File: config.mk
export PLATFORM = sky130hd
export DESIGN_NAME = wdtpm_top
export DESIGN_NICKNAME = d
export VERILOG_FILES = /design/src/design/wdtpm_pkg.sv /design/src/design/wdtpm_top.sv
export SDC_FILE = /design/constraint.sdc
export NUM_CORES = 1
export LEC_CHECK = 0
export ABC_AREA = 0
export BUFFER_PORTS_ARGS = -buffer_cell sky130_fd_sc_hd__buf_2
export CAP_MARGIN = 10
export CORE_MARGIN = 2
export CORE_UTILIZATION = 46
export CTS_BUF_LIST = sky130_fd_sc_hd__clkbuf_8
export DETAILED_ROUTE_END_ITERATION = 6
export HOLD_SLACK_MARGIN = 0.1
export PLACE_DENSITY = 0.77
export SYNTH_ARGS = -nofsm -noshare
export SYNTH_HDL_FRONTEND = slang
export SYNTH_SLANG_ARGS = --single-unit
File: constraint.sdc
create_clock -name aclk -period 2.4 [get_ports aclk]
set_input_delay 0.48 -clock aclk [delete_from_list [all_inputs] [get_ports aclk]]
set_output_delay 0.48 -clock aclk [all_outputs]
set_load 0.01 [all_outputs]
File: src/design/wdtpm_pkg.sv
/*
 * Constants and types for the protected watchdog timer: register offsets,
 * field positions, reset values, prescaler ratios and bus response codes.
 * Assumes a 32-bit AXI4-Lite register bus with byte addresses.
 */
package wdtpm_pkg;

	// ----------------------------------------------------------------
	// register byte offsets
	// ----------------------------------------------------------------
	localparam logic [7:0] OFS_RESTART   = 8'h00;
	localparam logic [7:0] OFS_CONTROL   = 8'h04;
	localparam logic [7:0] OFS_PROTECT   = 8'h08;
	localparam logic [7:0] OFS_MODE1     = 8'h0C;
	localparam logic [7:0] OFS_MODE2     = 8'h10;
	localparam logic [7:0] OFS_CLKCTL1   = 8'h14;
	localparam logic [7:0] OFS_COUNT     = 8'h18;
	localparam logic [7:0] OFS_IRQ_STAT  = 8'h1C;
	localparam logic [7:0] OFS_IRQ_MASK  = 8'h20;

	// ----------------------------------------------------------------
	// field positions
	// ----------------------------------------------------------------
	localparam int BIT_DIV_SEL     = 7;
	localparam int BIT_UNLOCK      = 1;
	localparam int BIT_RST_SEL     = 2;
	localparam int BIT_PROTECT_SEL = 2;
	localparam int BIT_CLK_STOP    = 0;
	localparam int BIT_RUNNING     = 15;
	localparam int BIT_UNDERFLOW   = 0;

	// ----------------------------------------------------------------
	// counter and prescaler figures
	// ----------------------------------------------------------------
	localparam int CNT_WIDTH = 15;
	localparam logic [CNT_WIDTH-1:0] CNT_RELOAD = 15'h7FFF;
	localparam int PRE_WIDTH = 7;
	localparam logic [PRE_WIDTH-1:0] DIV_SLOW = 7'h7F;
	localparam logic [PRE_WIDTH-1:0] DIV_FAST = 7'h0F;
	localparam logic [PRE_WIDTH-1:0] DIV_SUB  = 7'h01;
	localparam logic [PRE_WIDTH-1:0] PRE_RESET = 7'h00;

	// ----------------------------------------------------------------
	// bus responses
	// ----------------------------------------------------------------
	localparam logic [1:0] RESP_OKAY   = 2'h0;
	localparam logic [1:0] RESP_SLVERR = 2'h2;

	typedef struct packed {
		logic [7:0]  addr;
		logic [31:0] data;
		logic [3:0]  strb;
	} wdtpm_wr_s;

	typedef struct packed {
		logic stop_mode;
		logic wait_mode;
		logic hold_state;
	} wdtpm_lowpower_s;

endpackage

File: src/design/wdtpm_top.sv
/*
 * Watchdog timer with count source protective mode behind an AXI4-Lite
 * register slave. Assumes all inputs are synchronous to aclk and that the
 * on-chip oscillator arrives as a one-cycle tick pulse in the aclk domain.
 */
// Register access over AXI4-Lite and the register addresses are this design's own decisions.
`timescale 1ns/1ps

module wdtpm_top
	import wdtpm_pkg::*;
#(
	parameter int CW = CNT_WIDTH
)
(
	input  wire logic        aclk,
	input  wire logic        aresetn,
	input  wire logic [7:0]  awaddr,
	input  wire logic        awvalid,
	output logic             awready,
	input  wire logic [31:0] wdata,
	input  wire logic [3:0]  wstrb,
	input  wire logic        wvalid,
	output logic             wready,
	output logic [1:0]       bresp,
	output logic             bvalid,
	input  wire logic        bready,
	input  wire logic [7:0]  araddr,
	input  wire logic        arvalid,
	output logic             arready,
	output logic [31:0]      rdata,
	output logic [1:0]       rresp,
	output logic             rvalid,
	input  wire logic        rready,
	input  wire logic        sub_clock_sel,
	input  wire logic        osc_tick,
	input  wire logic        wait_mode,
	input  wire logic        hold_state,
	output logic             stop_mode,
	output logic             osc_enable,
	output logic             wdt_reset,
	output logic             irq
);

	// ----------------------------------------------------------------
	// state
	// ----------------------------------------------------------------
	logic [CW-1:0]        count;
	logic [PRE_WIDTH-1:0] presc;
	logic                 running;
	logic                 div_sel;
	logic                 unlock;
	logic                 rst_sel;
	logic                 protect;
	logic                 irq_stat;
	logic                 irq_mask;

	function automatic logic [PRE_WIDTH-1:0] presc_limit(input logic sub, input logic sel);
		if (sub)
			return DIV_SUB;
		return sel ? DIV_SLOW : DIV_FAST;
	endfunction

	// ----------------------------------------------------------------
	// bus write decode
	// ----------------------------------------------------------------
	wdtpm_wr_s wr;
	wire wr_fire = awready && awvalid && wready && wvalid;
	assign wr.addr = awaddr;
	assign wr.data = wdata;
	assign wr.strb = wstrb;
	wire lane0         = wr.strb[0];
	wire wr_restart    = wr_fire && (wr.addr == OFS_RESTART);
	wire wr_control    = wr_fire && lane0 && (wr.addr == OFS_CONTROL);
	wire wr_protect    = wr_fire && lane0 && (wr.addr == OFS_PROTECT);
	wire wr_mode1      = wr_fire && lane0 && (wr.addr == OFS_MODE1) && unlock;
	wire wr_mode2      = wr_fire && lane0 && (wr.addr == OFS_MODE2) && unlock;
	wire wr_clkctl     = wr_fire && lane0 && (wr.addr == OFS_CLKCTL1);
	wire wr_irq_stat   = wr_fire && lane0 && (wr.addr == OFS_IRQ_STAT);
	wire wr_irq_mask   = wr_fire && lane0 && (wr.addr == OFS_IRQ_MASK);
	wire wr_mapped     = (wr.addr == OFS_RESTART) || (wr.addr == OFS_CONTROL)
		|| (wr.addr == OFS_PROTECT) || (wr.addr == OFS_MODE1)
		|| (wr.addr == OFS_MODE2) || (wr.addr == OFS_CLKCTL1)
		|| (wr.addr == OFS_COUNT) || (wr.addr == OFS_IRQ_STAT)
		|| (wr.addr == OFS_IRQ_MASK);

	// ----------------------------------------------------------------
	// counting path
	// ----------------------------------------------------------------
	wdtpm_lowpower_s lp;
	assign lp.stop_mode  = stop_mode;
	assign lp.wait_mode  = wait_mode;
	assign lp.hold_state = hold_state;
	// protect mode keeps the watchdog alive through wait and hold
	wire halted     = protect ? 1'b0 : (lp.stop_mode || lp.wait_mode || lp.hold_state);
	wire active     = running && !halted;
	wire [PRE_WIDTH-1:0] limit = presc_limit(sub_clock_sel, div_sel);
	// a larger count left by a slower ratio must not run on to the 7-bit wrap
	wire presc_wrap = (presc >= limit);
	wire cnt_tick   = active && (protect ? osc_tick : presc_wrap);
	wire underflow  = cnt_tick && (count == '0);
	wire uf_reset   = underflow && rst_sel;
	wire uf_irq     = underflow && !rst_sel;

	always_ff @(posedge aclk)
	begin
		if (!aresetn)
			presc <= PRE_RESET;
		else if (wr_restart || protect)
			presc <= PRE_RESET;
		else if (active)
			presc <= presc_wrap ? PRE_RESET : presc + 1'b1;
	end

	always_ff @(posedge aclk)
	begin
		if (!aresetn)
		begin
			count   <= CNT_RELOAD;
			running <= 1'b0;
		end
		else if (wr_restart)
		begin
			count   <= CNT_RELOAD;
			running <= 1'b1;
		end
		else if (uf_reset)
		begin
			count   <= CNT_RELOAD;
			running <= 1'b0;
		end
		else if (cnt_tick)
			count   <= (count == '0) ? CNT_RELOAD : count - 1'b1;
	end

	// ----------------------------------------------------------------
	// mode and control bits
	// ----------------------------------------------------------------
	always_ff @(posedge aclk)
	begin
		if (!aresetn)
		begin
			div_sel <= 1'b0;
			unlock  <= 1'b0;
			rst_sel <= 1'b0;
			protect <= 1'b0;
		end
		else
		begin
			if (wr_control)
				div_sel <= wr.data[BIT_DIV_SEL];
			if (wr_protect)
				unlock  <= wr.data[BIT_UNLOCK];
			if (wr_mode1 && wr.data[BIT_RST_SEL])
				rst_sel <= 1'b1;
			if (wr_mode2)
				protect <= wr.data[BIT_PROTECT_SEL];
		end
	end

	// stop mode ends on any unmasked interrupt, as a wake-up would
	always_ff @(posedge aclk)
	begin
		if (!aresetn)
			stop_mode <= 1'b0;
		else if (protect || irq)
			stop_mode <= 1'b0;
		else if (wr_clkctl)
			stop_mode <= wr.data[BIT_CLK_STOP];
	end

	always_ff @(posedge aclk)
	begin
		if (!aresetn)
		begin
			osc_enable <= 1'b0;
			wdt_reset  <= 1'b0;
		end
		else
		begin
			osc_enable <= protect;
			wdt_reset  <= uf_reset;
		end
	end

	// ----------------------------------------------------------------
	// interrupt status and mask
	// ----------------------------------------------------------------
	wire clr_stat = wr_irq_stat && wr.data[BIT_UNDERFLOW];

	always_ff @(posedge aclk)
	begin
		if (!aresetn)
		begin
			irq_stat <= 1'b0;
			irq_mask <= 1'b0;
			irq      <= 1'b0;
		end
		else
		begin
			// a new underflow beats a clear in the same cycle
			irq_stat <= uf_irq || (irq_stat && !clr_stat);
			if (wr_irq_mask)
				irq_mask <= wr.data[BIT_UNDERFLOW];
			irq      <= (uf_irq || (irq_stat && !clr_stat)) && (wr_irq_mask ?
				wr.data[BIT_UNDERFLOW] : irq_mask);
		end
	end

	// ----------------------------------------------------------------
	// write channel handshake
	// ----------------------------------------------------------------
	wire next_wready = !awready && awvalid && wvalid && !bvalid;

	always_ff @(posedge aclk)
	begin
		if (!aresetn)
		begin
			awready <= 1'b0;
			wready  <= 1'b0;
			bvalid  <= 1'b0;
			bresp   <= RESP_OKAY;
		end
		else
		begin
			awready <= next_wready;
			wready  <= next_wready;
			if (wr_fire)
			begin
				bvalid <= 1'b1;
				bresp  <= wr_mapped ? RESP_OKAY : RESP_SLVERR;
			end
			else if (bready)
				bvalid <= 1'b0;
		end
	end

	// ----------------------------------------------------------------
	// read channel
	// ----------------------------------------------------------------
	wire rd_fire = arready && arvalid;
	logic [31:0] rd_word;
	logic        rd_ok;

	always_comb
	begin
		rd_word = 32'h0000_0000;
		rd_ok   = 1'b1;
		case (araddr)
			OFS_RESTART:  rd_word = 32'h0000_0000;
			OFS_CONTROL:  rd_word[BIT_DIV_SEL] = div_sel;
			OFS_PROTECT:  rd_word[BIT_UNLOCK] = unlock;
			OFS_MODE1:    rd_word[BIT_RST_SEL] = rst_sel;
			OFS_MODE2:    rd_word[BIT_PROTECT_SEL] = protect;
			OFS_CLKCTL1:  rd_word[BIT_CLK_STOP] = stop_mode;
			OFS_COUNT:
			begin
				rd_word[CW-1:0]      = count;
				rd_word[BIT_RUNNING] = running;
			end
			OFS_IRQ_STAT: rd_word[BIT_UNDERFLOW] = irq_stat;
			OFS_IRQ_MASK: rd_word[BIT_UNDERFLOW] = irq_mask;
			default:      rd_ok = 1'b0;
		endcase
	end

	always_ff @(posedge aclk)
	begin
		if (!aresetn)
		begin
			arready <= 1'b0;
			rvalid  <= 1'b0;
			rdata   <= 32'h0000_0000;
			rresp   <= RESP_OKAY;
		end
		else
		begin
			arready <= !arready && arvalid && !rvalid;
			if (rd_fire)
			begin
				rvalid <= 1'b1;
				rdata  <= rd_word;
				rresp  <= rd_ok ? RESP_OKAY : RESP_SLVERR;
			end
			else if (rready)
				rvalid <= 1'b0;
		end
	end

endmodule

==> out/results.tsv, run 1 <==
metric	value	unit
outcome	finished, final reports clean	
syn2layout_area_growth	15.5	%
synth_top_area_share	37.6	%
synth_top_cell_by_area	dfxtp_1	
worstPathMaxFanout	5	
vias	2609	
core-area	0.00624	sq mm
synth_area_per_cell	8.61	sq um
cp_num_buf_inv	1	
path_clk_slew	0.11	ns
cp-startpoint	div_sel	
n_antenna_cell	0	
synthTopCellsByCount	55 x dfxtp_1, 34 x nand2_1, 28 x nand3_1, 19 x buf_4	
p_per_area	468	mW/mm^2
timing.rr.end	count[7]	
relSlewSlack	63.0	%
whs	0.411	ns
viasPerCell	5.41	
cp-end-kind	flip-flop	
ir_drop	278	uV
grt_overflow	0	
power_frac_clock	34.3	%
slew_viol_final	0	
rows	29	
grt_pass1_wl	10.7	mm
synth_fa_ha_area_share	3.42	%
crit_end	count[7]	
synth_edf_count	0	
p_int	0.00118	W
numCtsBuffers	5	
cp-start-kind	flip-flop	
max_freq	456	MHz
reg2reg_depth	8	
ctsRootBufferMaster	clkbuf_8	
slowest_stage	or4_1	
postCtsSetupRepairBufs	0	
grt_max_degree	35	
r2r-start	div_sel	
drv_cap	0	
synth_most_common_cell	dfxtp_1	
cp_num_cells	8	
dp_hpwl	4.89	mm
synth_xor_area_share	2.69	%
synthMuxAreaShare	2.05	%
critical_path_class	flip-flop to flip-flop	
die_h	83.8	um
p_comb_share	7.6	%
cts_tree	built	
clock_path_buffers	2	
critPathMaxStageDelay	0.46	ns
grt_pass1_vias	2416	
totalWireLength	6.30	mm
cp_top_family	simple AND/OR/NAND/NOR gates	
rsz0062_at_grt	false	
yosysUniqueCellTypes	59	
regMostFlops	rdata	
ant_nets	0	
ys_seq_area_share	37.6	%
largest_register_ffs	16	
power	0.00158	W
num_io_pins	108	
port_buffers	58	
drcViolationCount	0	
async_reset_ff_share	0	%
synth-seq-cells	55	
largestRegisters	rdata: 16 flops, count: 15 flops, presc: 7 flops	
p_sw	0.000402	W
nets	475	
netlist_instances	340	
dieWidth	83.8	um
synth_area	0.00293	sq mm
synth_simple_gate_area_share	28.9	%
critical_path_arrival	2.46	ns
cts_resized	0	
r2r_slack	0.21	ns
switching_share	25.4	%
setup_viol	0	
synth_area_leaders	dfxtp_1 38%, buf_4 4.9%, nand3_1 4.8%	
synth_top_family_by_area	simple AND/OR/NAND/NOR gates	
first_pass_iters	4	
finalHoldViolCount	0	
gp_congestion	0.849	
initial_core_util	46.9	%
wl_per_cell	13.1	um
fin_crit_sh	91.3	%
crit_chain	nand2b_1, ha_1, nand2_1, nor4_2, buf_4, o2111ai_1, or4_1, nand3_1	
worst_pin_slew	0.550	ns
cts_sinks	55	
die_area	0.00702	sq mm
antenna_found_initial	0	
clk-insertion-delay-late	0.32	ns
power_leakage	1.39	nW
htree_levels	2	
hold_path_class	input port to flip-flop	
required	2.67	ns
cts_hold_buf	0	
finalCriticalPeriod	2.19	ns
seqPwrFrac	58.2	%
skew	0.0133	ns
layout-drive-gt1-share	23.7	%
yosysWarnings	0	
drt_iter0_markers	110	
synth_compound_area_share	16.9	%
grt_usage	18.0	%
synth-main-ff-cell	dfxtp_1	
layer usage:
| layer | wire length (um) | share of wire, % | vias to the layer above | track usage [%] |
|---|---|---|---|---|
| li1 | - | - | 1338 | - |
| met1 | 3000 | 48 | 1227 | 23.8 |
| met2 | 3080 | 49 | 39 | 30.8 |
| met3 | 157 | 2.5 | 5 | 2.67 |
| met4 | 55 | 0.87 | 0 | 4.55 |
| met5 | 0 | 0 | - | 0 |
worst min-delay path: stages:
cell and delay [ns]:
buf_2 0.10, nand2_1 0.05, o41ai_1 0.05
stage by stage:
step                setup TNS (ns)  cell area (sq um)  worst slack [ns]  utilization [%]  std cells
CTS                              0               3380            0.0807             54.2        482
global route                     0               3380          0.000462             54.2        482
detailed placement           -2.56               3280            -0.224             52.6        474
finish                           0               3380             0.208             54.2        482
floorplan                        0               2990            0.0486                -        357
global placement             -1.14               3280            -0.152             52.6        474
layout by cell type (no fill, tap or decap), types with 3 or more instances in the layout:
cell type	synthesis	final
o21ai_0	13	12
nand3_1	28	28
nand4_1	7	7
o21a_1	3	3
xnor2_1	4	4
or4_1	9	9
mux2i_1	6	6
clkbuf_8	0	5
a211oi_1	3	3
o21ai_1	3	4
buf_4	19	17
a21oi_1	6	6
o31ai_1	6	6
nor2b_1	4	4
and2_1	8	8
conb_1	1	18
xor2_1	5	5
dfxtp_1	55	55
or3_1	6	6
nor2_1	16	16
nor3_1	8	8
or4_4	3	3
nand2b_1	3	3
buf_2	3	58
nor4_1	5	5
inv_1	5	5
o41ai_1	3	3
nand2_1	34	34
a21boi_0	16	16
ha_1	8	8
power by group through the flow:
| stage | combinational [W] | clock [W] | sequential [W] |
|---|---|---|---|
| after floorplan | 0.0000854 | 0 | 0.000943 |
| after global placement | 0.000117 | 0 | 0.000941 |
| after detailed placement | 0.000120 | 0 | 0.000941 |
| after CTS | 0.000120 | 0.000559 | 0.000920 |
| after global routing | 0.000133 | 0.000587 | 0.000921 |
| final | 0.000120 | 0.000542 | 0.000920 |
cell type report:
class | count | area [sq um]
Fill cell | 605 | 2860
Multi-Input combinational cell | 262 | 1650
Sequential cell | 55 | 1100
Timing Repair Buffer | 75 | 418
Tap cell | 77 | 96.3
Clock buffer | 5 | 68.8
Clock inverter | 3 | 28.8
Inverter | 5 | 18.8
worst min path at each step:
stage / depth (start not counted) / endpoint / slack, ns / from
3_5_place_dp: 1 / stop_mode / 0.42 / irq
5_1_grt: 2 / arready / 0.42 / arvalid
3_3_place_gp: 1 / wready / 0.42 / bvalid
2_1_floorplan: 1 / wready / 0.45 / bvalid
6_report: 3 / unlock / 0.41 / wdata[1]
4_1_cts: 3 / unlock / 0.40 / wdata[1]
cell families (layout without fill, tap and decap cells):
kind of cell / Yosys count / count (layout)
fa+ha+maj: 8 / 8
buf+inv: 40 / 88
compound gates: 70 / 70
flops: 55 / 55
simple gates: 151 / 151
mux: 6 / 6
other cells: 1 / 18
xor+xnor: 9 / 9
(Power assumes the default switching activity.)
==> inputs of run 2 (changes only) <==
- ABC_AREA: 0 -> 1
- CORE_UTILIZATION: 46 -> 47
- PLACE_DENSITY: 0.77 -> 0.78
==> run 2 against run 1 <==
Effect of this change: fmax grew 3.8%; utilization shrank 0.16 points; wire length is 5.2% higher; sequential share of layout area fell by 0.46 points; sequential cell count unchanged; non-clock buffer count shrank 14; clock skew shrank 0.0049 ns; clock-buffer cell count unchanged; worst hold slack worse by 0.020 ns; sequential power is 2% higher; critical path type unchanged; critical endpoint is now count[13]; largest cell class unchanged; largest power group unchanged.
==> out/results.tsv, run 2 <==
metric	value	unit	change
final_common_cell	nand2_1		
initial_core_util	48.4	%	+1.5 points
synth_top_cell_by_area	dfxtp_1		
core-area	0.00635	sq mm	+1.7%
skew	0.00835	ns	-0.00491 ns
switching_share	26.2	%	+0.83 points
cts_tree	built		
fin_ws	0.288	ns	+0.0801 ns
largest_register_ffs	16		unchanged
nets	568		+20%
required	2.61	ns	-0.06 ns
slowest_stage	dfxtp_1		
p_per_area	472	mW/mm^2	+0.88%
ant_nets	0		unchanged
p_comb_share	8.8	%	+1.2 points
finalCriticalPeriod	2.11	ns	-0.0801 ns
cts_sinks	55		unchanged
numCtsBuffers	5		unchanged
drv_cap	0		unchanged
power_frac_clock	33.4	%	-0.9 points
most-common-layout-cells	86 x nand2_1, 58 x buf_2, 55 x nor2_1, 55 x dfxtp_1, 45 x inv_1		
postCtsSetupRepairBufs	0		unchanged
hold_path_class	input port to flip-flop		
regMostFlops	rdata		
die_h	84.8	um	+1.3%
async_reset_ff_share	0	%	unchanged
fill_cells	641		+6.0%
critPathMaxStageDelay	0.37	ns	-0.09 ns
clock_path_buffers	2		unchanged
outcome	finished, final reports clean		
synth_top_area_share	35.8	%	-1.8 points
crit_chain	inv_1, or2_2, ha_1, nand2_1, nor2_1, nand3_1, nand3_2, nand2_4, inv_4, nand3_1, nand2_1, nand3_1		
synth_xor_area_share	1.71	%	-0.98 points
r2r_slack	0.29	ns	+0.08 ns
slew_viol_final	0		unchanged
critical_path_class	flip-flop to flip-flop		
p_sw	0.000425	W	+5.7%
seqPwrFrac	57.8	%	-0.4 points
totalWireLength	6.63	mm	+5.2%
grt_overflow	0		unchanged
setup_viol	0		unchanged
met1_length	2.98	mm	-0.77%
first_pass_iters	4		unchanged
grt_pass1_wl	11.5	mm	+7.2%
netlist_instances	441		+30%
synth_edf_count	0		unchanged
rows	29		unchanged
critical_path_arrival	2.32	ns	-0.14 ns
ctsRootBufferMaster	clkbuf_8		
synth_area	0.00307	sq mm	+5.0%
fin_crit_sh	88.0	%	-3.3 points
synth_most_common_cell	nand2_1		
synthTopCellsByCount	86 x nand2_1, 55 x dfxtp_1, 55 x nor2_1, 45 x inv_1, 34 x nand3_1		
gp_congestion	0.908		+7.0%
cp_top_family	simple AND/OR/NAND/NOR gates		
synth_area_per_cell	6.97	sq um	-19%
grt_usage	19.0	%	+1.0 points
top_layer_used	met4		
worstPathMaxFanout	20		+15
cp_num_buf_inv	2		+1
antenna_found_initial	0		unchanged
cts_resized	0		unchanged
htree_levels	2		unchanged
max_freq	473	MHz	+3.8%
vias	2948		+13%
cp-end-kind	flip-flop		
synth_top_family_by_area	simple AND/OR/NAND/NOR gates		
num_io_pins	108		unchanged
drt_iter0_markers	226		+110%
dieWidth	84.8	um	+1.3%
met3_length	305	um	+94%
power_leakage	1.63	nW	+17%
synth_simple_gate_area_share	33.0	%	+4.0 points
clk-insertion-delay-late	0.31	ns	about the same
relSlewSlack	53.1	%	-9.9 points
synthMuxAreaShare	0	%	-2.1 points
syn2layout_area_growth	11.6	%	
yosysWarnings	0		unchanged
tns	0	ns	unchanged
ys_seq_area_share	35.8	%	-1.8 points
synth_fa_ha_area_share	3.26	%	-0.16 points
layout-drive-gt1-share	18.9	%	-4.8 points
drcViolationCount	0		unchanged
die_area	0.00720	sq mm	+2.6%
synth_compound_area_share	12.9	%	-4.1 points
dp_hpwl	5.26	mm	+7.6%
n_antenna_cell	0		unchanged
port_buffers	58		unchanged
path_clk_slew	0.11	ns	about the same
largestRegisters	rdata: 16 flops, count: 15 flops, presc: 7 flops		
synth-main-ff-cell	dfxtp_1		
p_int	0.00119	W	+1.2%
cpMostUsedCell	nand3_1		
synth-seq-cells	55		unchanged
met2_wirelength	3.26	mm	+5.7%
finalHoldViolCount	0		unchanged
wl_per_cell	11.5	um	-12%
viasPerCell	5.13		-5.3%
yosysUniqueCellTypes	41		-31%
grt_max_degree	30		-14%
cts_hold_buf	0		unchanged
grt_pass1_vias	2769		+15%
synth_area_leaders	dfxtp_1 36%, nand2_1 11%, nor2_1 6.7%		
cp-start-kind	flip-flop		
ir_drop	222	uV	-20%
rsz0062_at_grt	false		
pre_cts_ws	0.0772	ns	+0.301 ns
worst_pin_slew	0.703	ns	+0.153 ns
-- run 2: cell types whose count changed after synthesis, sizes merged, moves of 9 or more --
cell    change
or4        -12
nand2      +56
nand3       +9
a21oi      +22
a21boi     -15
inv        +46
o21ai      +14
nor2       +46
or3         -9
-- run 2: cell type report --
type | instances | area (sq um) | share of cell area, %
clock buffer | 5 | 68.8 | 2.01
clock inverter | 3 | 27.5 | 0.803
inverter | 51 | 194 | 5.65
multi-input combinational | 323 | 1630 | 47.5
sequential | 55 | 1100 | 32.1
tap | 77 | 96.3 | 2.81
timing repair buffer | 61 | 313 | 9.12
-- run 2: cells by family after synthesis --
kind of cell / Yosys count
AOI/OAI and AO/OA: 71
xor gates and xnor gates: 6
adders and majority gates: 8
buffers and inverters: 80
DFF: 55
other: 1
and+or+nand+nor: 220
-- run 2: metal layers --
| layer | vias to the layer above | GRT usage, % |
|---|---|---|
| li1 | 1517 | - |
| met3 | 6 | 2.82 |
| met1 | 1353 | 23.4 |
| met4 | 0 | 6.93 |
| met2 | 72 | 33.7 |
| met5 | - | 0 |
-- run 2: worst reg2reg max path: stages (launching register included) --
cell and delay [ns]:
dfxtp_1 0.37, inv_1 0.06, or2_2 0.30, ha_1 0.31
nand2_1 0.05, nor2_1 0.10, nand3_1 0.13, nand3_2 0.15
nand2_4 0.10, inv_4 0.20, nand3_1 0.11, nand2_1 0.07
nand3_1 0.06
-- run 2: power by group through the flow --
stage          registers (W)  clock network (W)   logic, W
2_1_floorplan       0.000964                  0  0.0000954
3_3_place_gp        0.000956                  0   0.000138
3_5_place_dp        0.000957                  0   0.000142
4_1_cts             0.000936           0.000557   0.000142
5_1_grt             0.000938           0.000584   0.000160
6_report            0.000936           0.000541   0.000142
-- run 2: path summary, 6_finish.rpt --
path                                  end  cells past startpoint  startpoint
worst min register to register     wready                      1      bvalid
worst max-delay path            count[13]                     12     div_sel
worst min-delay path               unlock                      3    wdata[1]
worst max register to register  count[13]                     12     div_sel
-- run 2: per-stage QoR --
step / util, % / hold slack [ns] / instances / total power [W] / area [sq um]
floorplan: - / 0.436 / 458 / 0.00106 / 3140
global placement: 52.5 / 0.425 / 567 / 0.00109 / 3330
detailed placement: 52.5 / 0.440 / 567 / 0.00110 / 3330
CTS: 54.0 / 0.385 / 575 / 0.00164 / 3430
global route: 54.0 / 0.394 / 575 / 0.00168 / 3430
finish: 54.0 / 0.391 / 575 / 0.00162 / 3430
